===== config.mk =====
export PLATFORM = sky130hd
export DESIGN_NAME = ffp_prims
export DESIGN_NICKNAME = d
export VERILOG_FILES = /design/src/hdl/ffp_pkg.sv /design/src/hdl/ffp_prims.sv /design/src/hdl/ffp_sync.sv
export SDC_FILE = /design/constraint.sdc
export NUM_CORES = 1
export LEC_CHECK = 0
export ABC_AREA = 1
export BUFFER_PORTS_ARGS = -buffer_cell sky130_fd_sc_hd__buf_2
export CAP_MARGIN = 20
export CORE_MARGIN = 8
export CORE_UTILIZATION = 51
export DETAILED_ROUTE_END_ITERATION = 10
export PLACE_DENSITY_LB_ADDON = 0.1
export SYNTH_ARGS = -nofsm -noshare
export SYNTH_HDL_FRONTEND = slang
export SYNTH_HIERARCHICAL = 1
export SYNTH_SLANG_ARGS = --single-unit

===== constraint.sdc =====
create_clock -name sys_clk_i -period 1.3 [get_ports sys_clk_i]
set_input_delay 0.065 -clock sys_clk_i [delete_from_list [all_inputs] [get_ports sys_clk_i]]
set_output_delay 0.065 -clock sys_clk_i [all_outputs]
set_load 0.01 [all_outputs]

===== src/hdl/ffp_pkg.sv =====
// Purpose: Shared constants for the storage primitive set.
// Assumes: One system clock, all primitive inputs sampled against it.
// Notes: Edge selections are one-bit constants.
package ffp_pkg;
  // Selects the rising edge of a primitive clock or input.
  localparam logic EDGE_RISE = 1'b1;
  // Selects the falling edge of a primitive clock or input.
  localparam logic EDGE_FALL = 1'b0;
  // Reset value of every true-state bit; complement flops take its inverse.
  localparam logic STATE_RST = 1'b0;
  // Synchroniser reset value.
  localparam logic SYNC_RST = 1'b0;
  // Gate flip-flop polarity choices.
  typedef enum logic {FFP_GATE_NAND, FFP_GATE_NOR} ffp_gate_e;
endpackage


===== src/hdl/ffp_prims.sv =====
// Purpose: Synchronous models of the storage primitive set.
// Assumes: All primitive pins come from outside and are synchronised first.
// Notes: Direct set and clear act on the state at a system clock edge after synchronising, without the primitive clock.
// Function
// - J-K sets on set only, clears on clear only, holds on neither.
// - J-K captures on rising clock edge, output updates on falling edge.
// - J-K with both inputs true inverts output at falling edge.
// - Toggle reverses outputs each time its input becomes true.
// - Inverted-input toggle changes state on the input's falling transition.
// - Latch output follows data while its clock is true.
// - Latch holds data present when its clock went false.
// - Delay element samples and updates on the same rising edge.
// - NAND gate flip-flop sets when either low set input is false.
// - NAND gate flip-flop clears when either low clear input is false.
// - NOR gate flip-flop sets or clears on a true level.
// - Each complement output is always the inverse of its true output.
// - Direct set and clear force state regardless of the primitive clock.
`timescale 1ns/10ps
module ffp_prims
  import ffp_pkg::*;
(
  // System clock and reset.
  input wire logic sys_clk_i,
  input wire logic nrst_i,
  // J-K element pins.
  input wire logic jk_set_i,
  input wire logic jk_clr_i,
  input wire logic jk_clk_i,
  input wire logic jk_dset_i,
  input wire logic jk_dclr_i,
  output logic jk_q_o,
  output logic jk_qn_o,
  // Toggle element pins, normal and inverted input.
  input wire logic tg_in_i,
  input wire logic tgn_in_i,
  output logic tg_q_o,
  output logic tg_qn_o,
  output logic tgn_q_o,
  output logic tgn_qn_o,
  // Latching element pins.
  input wire logic lt_d_i,
  input wire logic lt_clk_i,
  output logic lt_q_o,
  output logic lt_qn_o,
  // Delay element pins.
  input wire logic dl_d_i,
  input wire logic dl_clk_i,
  input wire logic dl_dset_i,
  input wire logic dl_dclr_i,
  output logic dl_q_o,
  output logic dl_qn_o,
  // NAND gate flip-flop pins, all four inputs active low.
  input wire logic gn_set_a_n_i,
  input wire logic gn_set_b_n_i,
  input wire logic gn_clr_c_n_i,
  input wire logic gn_clr_d_n_i,
  output logic gn_q_o,
  output logic gn_qn_o,
  // NOR gate flip-flop pins, active high.
  input wire logic gr_set_i,
  input wire logic gr_clr_i,
  output logic gr_q_o,
  output logic gr_qn_o
);
  localparam int NSYNC = 19;

  // Function that applies direct set and clear over a computed state.
  function automatic logic force_state(input logic dset, input logic dclr, input logic st);
    logic r;
    r = st;
    if (dclr) begin
      r = 1'b0;
    end
    if (dset) begin
      r = 1'b1;
    end
    return r;
  endfunction

  // Function that flags an edge of the chosen direction.
  function automatic logic edge_seen(input logic now, input logic prev, input logic dir);
    return (dir == EDGE_RISE) ? (now & ~prev) : (~now & prev);
  endfunction

  logic [NSYNC-1:0] raw;
  logic [NSYNC-1:0] sy;
  // NAND gate pins are inverted before synchronising, so a stage in reset reads as idle.
  // Without this, the reset copies look like low set inputs and set the flop at release.
  assign raw = {jk_set_i, jk_clr_i, jk_clk_i, jk_dset_i, jk_dclr_i, tg_in_i, tgn_in_i,
                lt_d_i, lt_clk_i, dl_d_i, dl_clk_i, dl_dset_i, dl_dclr_i,
                ~gn_set_a_n_i, ~gn_set_b_n_i, ~gn_clr_c_n_i, ~gn_clr_d_n_i,
                gr_set_i, gr_clr_i};

  // Bring every pin into the system clock domain.
  genvar gi;
  generate
    for (gi = 0; gi < NSYNC; gi++) begin : g_sync
      ffp_sync u_sync (
        .sys_clk_i(sys_clk_i),
        .nrst_i(nrst_i),
        .async_i(raw[gi]),
        .sync_o(sy[gi])
      );
    end
  endgenerate

  logic s_jset, s_jclr, s_jclk, s_jds, s_jdc, s_tg, s_tgn, s_ld, s_lclk;
  logic s_dd, s_dclk, s_dds, s_ddc, s_ga, s_gb, s_gc, s_gd, s_rs, s_rc;
  assign {s_jset, s_jclr, s_jclk, s_jds, s_jdc, s_tg, s_tgn, s_ld, s_lclk,
          s_dd, s_dclk, s_dds, s_ddc, s_ga, s_gb, s_gc, s_gd, s_rs, s_rc} = sy;

  // State registers and their next values.
  logic jclk_prev_r, jclk_prev_nxt;
  logic jin_set_r, jin_set_nxt;
  logic jin_clr_r, jin_clr_nxt;
  logic jq_r, jq_nxt;
  logic tg_prev_r, tg_prev_nxt;
  logic tgn_prev_r, tgn_prev_nxt;
  logic tq_r, tq_nxt;
  logic tnq_r, tnq_nxt;
  logic lq_r, lq_nxt;
  logic dclk_prev_r, dclk_prev_nxt;
  logic dq_r, dq_nxt;
  logic gq_r, gq_nxt;
  logic rq_r, rq_nxt;
  logic [6:0] qn_r, qn_nxt; // Complement flops, one per primitive.
  logic jk_rise, jk_fall, dl_rise, gn_set, gn_clr;

  // Edge detection on synchronised pins.
  // edges vs system clock
  assign jk_rise = edge_seen(s_jclk, jclk_prev_r, EDGE_RISE);
  assign jk_fall = edge_seen(s_jclk, jclk_prev_r, EDGE_FALL);
  assign dl_rise = edge_seen(s_dclk, dclk_prev_r, EDGE_RISE);
  assign gn_set = s_ga | s_gb;
  assign gn_clr = s_gc | s_gd;

  // Next state of every primitive.
  always_comb begin
    jclk_prev_nxt = s_jclk;
    tg_prev_nxt = s_tg;
    tgn_prev_nxt = s_tgn;
    dclk_prev_nxt = s_dclk;
    jin_set_nxt = jin_set_r;
    jin_clr_nxt = jin_clr_r;
    jq_nxt = jq_r;
    if (jk_rise) begin
      jin_set_nxt = s_jset;
      jin_clr_nxt = s_jclr;
    end
    if (jk_fall) begin
      case ({jin_set_r, jin_clr_r})
        2'b10: jq_nxt = 1'b1;
        2'b01: jq_nxt = 1'b0;
        2'b11: jq_nxt = ~jq_r;
        default: jq_nxt = jq_r;
      endcase
    end
    jq_nxt = force_state(s_jds, s_jdc, jq_nxt);
    tq_nxt = edge_seen(s_tg, tg_prev_r, EDGE_RISE) ? ~tq_r : tq_r;
    tnq_nxt = edge_seen(s_tgn, tgn_prev_r, EDGE_FALL) ? ~tnq_r : tnq_r;
    lq_nxt = s_lclk ? s_ld : lq_r;
    dq_nxt = dl_rise ? s_dd : dq_r;
    dq_nxt = force_state(s_dds, s_ddc, dq_nxt);
    // Conflicting gate inputs leave the set side winning, the NAND pair's output.
    gq_nxt = gn_set ? 1'b1 : (gn_clr ? 1'b0 : gq_r);
    rq_nxt = s_rs ? 1'b1 : (s_rc ? 1'b0 : rq_r);
    qn_nxt = ~{jq_nxt, tq_nxt, tnq_nxt, lq_nxt, dq_nxt, gq_nxt, rq_nxt};
  end

  // Register all primitive state.
  always_ff @(posedge sys_clk_i or negedge nrst_i) begin
    if (!nrst_i) begin
      jclk_prev_r <= STATE_RST;
      jin_set_r <= STATE_RST;
      jin_clr_r <= STATE_RST;
      jq_r <= STATE_RST;
      tg_prev_r <= STATE_RST;
      tgn_prev_r <= STATE_RST;
      tq_r <= STATE_RST;
      tnq_r <= STATE_RST;
      lq_r <= STATE_RST;
      dclk_prev_r <= STATE_RST;
      dq_r <= STATE_RST;
      gq_r <= STATE_RST;
      rq_r <= STATE_RST;
      qn_r <= {7{~STATE_RST}};
    end else begin
      jclk_prev_r <= jclk_prev_nxt;
      jin_set_r <= jin_set_nxt;
      jin_clr_r <= jin_clr_nxt;
      jq_r <= jq_nxt;
      tg_prev_r <= tg_prev_nxt;
      tgn_prev_r <= tgn_prev_nxt;
      tq_r <= tq_nxt;
      tnq_r <= tnq_nxt;
      lq_r <= lq_nxt;
      dclk_prev_r <= dclk_prev_nxt;
      dq_r <= dq_nxt;
      gq_r <= gq_nxt;
      rq_r <= rq_nxt;
      qn_r <= qn_nxt;
    end
  end

  // Outputs come straight from flops; each complement flop loads the inverse next state.
  // complement outputs
  assign jk_q_o = jq_r;
  assign jk_qn_o = qn_r[6];
  assign tg_q_o = tq_r;
  assign tg_qn_o = qn_r[5];
  assign tgn_q_o = tnq_r;
  assign tgn_qn_o = qn_r[4];
  assign lt_q_o = lq_r;
  assign lt_qn_o = qn_r[3];
  assign dl_q_o = dq_r;
  assign dl_qn_o = qn_r[2];
  assign gn_q_o = gq_r;
  assign gn_qn_o = qn_r[1];
  assign gr_q_o = rq_r;
  assign gr_qn_o = qn_r[0];
endmodule


===== src/hdl/ffp_sync.sv =====
// Purpose: Two-stage synchroniser for one bit.
// Assumes: Input may change at any time relative to sys_clk_i.
// Notes: The first stage is read only by the second stage.
`timescale 1ns/10ps
module ffp_sync
  import ffp_pkg::*;
(
  // Clock and reset.
  input wire logic sys_clk_i,
  input wire logic nrst_i,
  // Asynchronous input and its synchronised copy.
  input wire logic async_i,
  output logic sync_o
);
  logic meta_r;
  logic meta_nxt;
  logic sync_r;
  logic sync_nxt;

  // Next values of the two stages.
  always_comb begin
    meta_nxt = async_i;
    sync_nxt = meta_r;
  end

  // Register both stages.
  always_ff @(posedge sys_clk_i or negedge nrst_i) begin
    if (!nrst_i) begin
      meta_r <= SYNC_RST;
      sync_r <= SYNC_RST;
    end else begin
      meta_r <= meta_nxt;
      sync_r <= sync_nxt;
    end
  end

  assign sync_o = sync_r;
endmodule


==> results of run 1 <==
==> worst max path at each step <==
stage	startpoint	to	slack, ps	depth (start not counted)
global route	qn_r[0]	gr_qn_o	160	1
global placement	dclk_prev_r	dl_q_o	430	5
finish	qn_r[0]	gr_qn_o	220	1
detailed placement	g_sync[4].u_sync/sync_o	gn_q_o	380	3
floorplan	g_sync[4].u_sync/sync_o	gn_q_o	430	3
CTS	qn_r[2]	dl_qn_o	180	1
==> layout make-up <==
cell class              instances  share of cell area, %
flip-flops and latches         58                   64.2
repair buffers                 55                   17.2
multi-input cells              29                   6.44
clock buffers                  14                   5.12
inverters                      25                   4.13
well taps                      46                   2.53
clock inverters                 2                  0.440
==> power by group <==
part	leakage, nW	total (mW)	internal (mW)	switching [mW]
combinational	0.420	0.353	0.166	0.188
sequential	0.664	2.05	1.99	0.0582
clock	0.0732	1.10	0.548	0.555
total	1.16	3.51	2.71	0.801
==> synthesized netlist by cell type, drive strengths merged <==
master / instances / share of area, %
a21oi: 3 / 1.1
a31oi: 1 / 0.74
clkinv: 1 / 0.22
dfrtp: 51 / 75
dfstp: 7 / 11
inv: 24 / 5.3
nand2: 15 / 3.3
nand3: 4 / 1.2
nor2: 1 / 0.22
o21ai: 1 / 0.29
or2: 2 / 0.74
xor2: 2 / 1.0
==> per-layer routing <==
| metal | global-route usage, % | vias up | wire, um |
|---|---|---|---|
| met5 | 0 | - | 0 |
| met4 | 8.65 | 0 | 61 |
| met3 | 6.00 | 6 | 161 |
| met2 | 16.6 | 23 | 1280 |
| met1 | 10.4 | 463 | 990 |
| li1 | - | 464 | - |
==> stage by stage <==
step	hold WS (ps)	utilization, %	instance area (um2)	power [mW]	worst slack [ps]
after detailed placement	85.1	59.8	1950	2.40	381
after floorplan	-231	-	1700	2.22	431
after global routing	230	69.8	2270	3.71	161
after CTS	209	69.8	2270	3.58	180
final	221	69.8	2270	3.51	223
after global placement	80.7	59.8	1950	2.39	425
==> cells by family after synthesis <==
| kind of cell | count (synthesis) | synth area share, % |
|---|---|---|
| AOI/OAI and AO/OA | 5 | 2.13 |
| DFF | 58 | 85.9 |
| buffers and inverters | 25 | 5.52 |
| and+or+nand+nor | 22 | 5.44 |
| xor gates and xnor gates | 2 | 1.03 |
==> what timing repair did <==
action,CTS,global route
hold endpoints to repair,77,0
buffers inserted,0,0
hold buffers,20,0
==> results.cfg, run 1 <==
[floorplanning]
die_x_um = 73.7
coreArea_um2 = 3260
die_y_um = 73.7
floorplan.initialDensity_pct = 52.2
dieArea_um2 = 5440
rows = 21
pin_count = 35

[place]
place_congestion = 0.641
place_inst = 193
port_buffers = 34
dp_hpwl_mm = 1.52

[clocking]
cts_tree = yes
ctsRootBufferMaster = clkbuf_4
cts_sinks = 58
cts_resized = 0
clk_latency_ps = 360
path_clk_slew_ps = 80
numCtsBuffers = 9
clock_path_buffers = 2
htree_levels = 3

[timing]
fin_crit_sh_pct = 82.9
relSlewSlack_pct = 80.8
worst_pin_slew_ps = 288
final_max_slew_viol_count = 0
fin_tns_setup_ps = 0
skew_ps = 7.49
rsz0062_at_grt = false
max_clock_freq_mhz = 928
finalCriticalPeriod_ps = 1080
setup_violations = 0
final-hold-violation-count = 0

[setup_path]
r2r_setup_slack_ps = 370
r2r.worst_path.cells = 5
crit_path_top_delay_cell = dfstp_2
crit_required_ps = 1240
path_max_fanout = 1
path_cells = buf_2
critPathLaunchType = flip-flop
arrival_ps = 1010
cp_num_buf_inv = 1
path_delay_family = flip-flops
crit_path_end_kind = output port
path_class = reg -> out
rr_startpoint = dclk_prev_r
worstReg2RegEnd = dl_q_o
slowest_delay_ps = 530

[grt]
grt_pass1_vias = 964
grt_max_degree = 59
grt_util_all_layers_pct = 10.8
grt_pass1_wl_mm = 4.11
grt-ovfl-total = 0
antenna_found_initial = 0

[synth]
ys_seq_elements = 58
avgSynthCellArea_um2 = 15.2
syn_area_um2 = 1700
syn_inst = 112
synth_nets = 133
yosysWarnings = 6
seq_area_frac_synth_pct = 85.9
synth.distinct_cells = 14

[final_layout]
drive_above_1_share_pct = 33.3
final_common_cell = dfrtp_1
instances_no_fill = 229
syn2layout_area_growth_pct = 33.8
nNetsFinal = 199
layout_common_cells = dfrtp_1 (51), buf_2 (34), inv_1 (21)
nFillCells = 236
ff_latch_area_um2 = 1460
multi_input_area_um2 = 146
diodes = 0

[flow_run]
drv_cap = 0

[hold_path]
hp-class = in -> async

[power_and_ir_drop]
p_per_area_nw_per_um2 = 1540
irDropWorstVdd_mv = 0.946
leakage_nw = 1.16

[outcome]
status = finished clean

[route]
via_count = 956
viasPerCell = 4.17
drc = 0
wl_mm = 2.49
wl_per_cell_um = 10.9
drt-initial-drc-count = 38
drt_pass1_iterations = 3
detail-route-antenna-nets = 0
(Power assumes the default switching activity.)
==> run 2: changes to the inputs <==
--- a/config.mk
+++ b/config.mk
@@ -5,7 +5,7 @@
 export SDC_FILE = /design/constraint.sdc
 export NUM_CORES = 1
 export LEC_CHECK = 0
-export ABC_AREA = 1
+export ABC_AREA = 0
 export BUFFER_PORTS_ARGS = -buffer_cell sky130_fd_sc_hd__buf_2
 export CAP_MARGIN = 20
 export CORE_MARGIN = 8
==> constraint.sdc (replaced) <==
create_clock -name sys_clk_i -period 1 [get_ports sys_clk_i]
set_input_delay 0.05 -clock sys_clk_i [delete_from_list [all_inputs] [get_ports sys_clk_i]]
set_output_delay 0.05 -clock sys_clk_i [all_outputs]
set_load 0.01 [all_outputs]
==> run 2 against run 1 <==
  * The flow now finishes with violations (setup timing)
  * Sequential share of layout area down 0.77 points
  * Routed wire length up 1.1%
  * Via count down 9.2%
  * Count of clock-buffer cells in the layout grew 2
  * Non-clock buffer count increased by 1
  * Synthesized cell count shrank 21%
  * Core utilization grew 5.0 points
  * Sequential cell count is the same
  * Largest power group unchanged
==> results.cfg, run 2 <==
[outcome]
status = finished with violations
violations = setup timing

[synth]
synth_edf_count = 0
yosysMostFrequentCell = dfrtp_1
synthAdderAreaFrac_pct = 0
ys.flop_type = dfrtp_1
synth_top_area_share_pct = 76.7
avgSynthCellArea_um2 = 18.9
synth-xor-area-share_pct = 1.05
ys_async_sr_fraction_pct = 100
synth_nets = 109
synth_common_cells = dfrtp_1 (51), inv_1 (10), dfstp_2 (7), nand2b_1 (3)
synth_top_family_by_area = compound AO/OA/AOI/OAI gates
ys_seq_elements = 58
synthTopCellsByArea = dfrtp_1 (77%), dfstp_2 (11%), inv_1 (2.3%)
synthMuxAreaShare_pct = 2.56
syn_area_um2 = 1660
synth_compound_area_share_pct = 3.39
synth.distinct_cells = 17
synth_top_area_cell = dfrtp_1
yosysWarnings = 6
seq_area_frac_synth_pct = 87.8
yosys.area_share.simple_pct = 2.93
syn_inst = 88

[clocking]
htree_levels = 3
cts_tree = yes
path_clk_slew_ps = 80
cts_sinks = 58
clock_path_buffers = 2
numCtsBuffers = 9
ctsRootBufferMaster = clkbuf_4
clk_latency_ps = 350

[setup_path]
path_cells = buf_6
path_class = reg -> out
crit_path_end_kind = output port
critPathLaunchType = flip-flop
path_max_fanout = 1
crit_start = qn_r[1]
crit_path_top_delay_cell = dfstp_2
crit_required_ps = 950
cp_num_buf_inv = 1
r2r.worst_path.cells = 2
path_delay_family = flip-flops
r2r_setup_slack_ps = 10
slowest_delay_ps = 530
rr_startpoint = jclk_prev_r
worstReg2RegEnd = jin_set_r
arrival_ps = 980

[floorplanning]
floorplan.initialDensity_pct = 54.0
rows = 20
pin_count = 35
coreArea_um2 = 3080
die_x_um = 73.1
dieArea_um2 = 5340
die_y_um = 73.1

[timing]
skew_ps = 6.12
finalCriticalPeriod_ps = 1030
final-hold-violation-count = 0
rsz0062_at_grt = true
fin_crit_sh_pct = 103
setup_violations = 7
relSlewSlack_pct = 80.9
worst_pin_slew_ps = 287
hold_ws_ps = 230
worst_slack_ps = -26.0
max_clock_freq_mhz = 975
final_max_slew_viol_count = 0

[power_and_ir_drop]
cellInternalPower_mw = 3.50
irDropWorstVdd_mv = 1.04
switchingPower_mw = 1.01
switching_share_pct = 22.4
p_per_area_nw_per_um2 = 1960
power_frac_seq_pct = 59.6
combinationalPowerShare_pct = 11.9
leakage_nw = 1.11
p_clk_share_pct = 28.4

[place]
place_area_um2 = 1910
port_buffers = 34
dp_hpwl_mm = 1.48
place_inst = 167
place_congestion = 0.647

[final_layout]
multi_input_area_um2 = 195
syn2layout_area_growth_pct = 38.5
layout_common_cells = dfrtp_1 (51), buf_2 (26), dlygate4sd3_1 (20)
final_area_um2 = 2300
final_common_cell = dfrtp_1
instances_no_fill = 205
nFillCells = 215
nNetsFinal = 176
ff_latch_area_um2 = 1460
drive_above_1_share_pct = 37.5

[grt]
grt_max_degree = 59
grt_pass1_wl_mm = 4.19
grt-ovfl-total = 0
grt_util_all_layers_pct = 10.9
grt_pass1_vias = 960
antenna_found_initial = 1

[route]
via_count = 868
wl_per_cell_um = 12.3
drt-initial-drc-count = 27
detail-route-antenna-nets = 0
drc = 0
viasPerCell = 4.23
wl_mm = 2.52
drt_pass1_iterations = 2

[flow_run]
drv_cap = 0

[hold_path]
hp-class = in -> async
[run 2: worst max path at each step]
stage | cells past startpoint | slack (ps) | to
finish | 1 | -30 | gn_qn_o
global route | 1 | -80 | gn_qn_o
CTS | 1 | -60 | gr_qn_o
detailed placement | 2 | -30 | jin_set_r
global placement | 2 | 9 | jin_clr_r
floorplan | 2 | 20 | jin_clr_r
[run 2: final cells by class]
type                            count  area share (%)
Timing Repair Buffer               56            19.5
Clock buffer                       16            4.51
Sequential cell                    58            63.4
Antenna cell                        1           0.109
Tap cell                           44            2.39
Inverter                           10            1.63
Multi-Input combinational cell     20            8.48
[run 2: power by group through the flow]
stage	sequential, mW	combinational (mW)	clock (mW)
global route	2.72	0.590	1.45
global placement	2.71	0.393	0
floorplan	2.77	0.115	0
CTS	2.69	0.538	1.35
finish	2.69	0.539	1.28
detailed placement	2.72	0.404	0
[run 2: through the flow]
step / TNS (ps) / total power, mW / utilization, % / worst slack [ps]
after detailed placement: -42.2 / 3.13 / 62.0 / -26.4
final: -139 / 4.51 / 74.8 / -26.0
after global placement: 0 / 3.10 / 62.0 / 8.88
after global routing: -677 / 4.76 / 74.8 / -78.0
after floorplan: 0 / 2.89 / - / 21.4
after CTS: -443 / 4.58 / 73.6 / -63.8
[run 2: cells by family (layout without fill, tap and decap cells)]
| kind of cell | count (synthesis) | in the layout |
|---|---|---|
| buffers and inverters | 10 | 82 |
| muxes | 4 | 4 |
| and+or+nand+nor | 7 | 7 |
| DFF | 58 | 58 |
| other | 0 | 1 |
| AOI/OAI and AO/OA | 7 | 7 |
| xor gates and xnor gates | 2 | 2 |
[run 2: metal layers]
metal,up-vias,GRT usage (%),wire (um)
met3,9,3.98,143
met4,0,9.78,82
met1,423,10.8,944
li1,412,-,-
met2,24,17.7,1350
met5,-,0,0
[run 2: repair_timing]
action	CTS	global route
gates cloned	0	0
gates resized for setup	10	5
buffers inserted	0	1
hold endpoints to repair	77	0
hold buffers	20	0
setup endpoints to repair	9	14
pin swaps	0	5
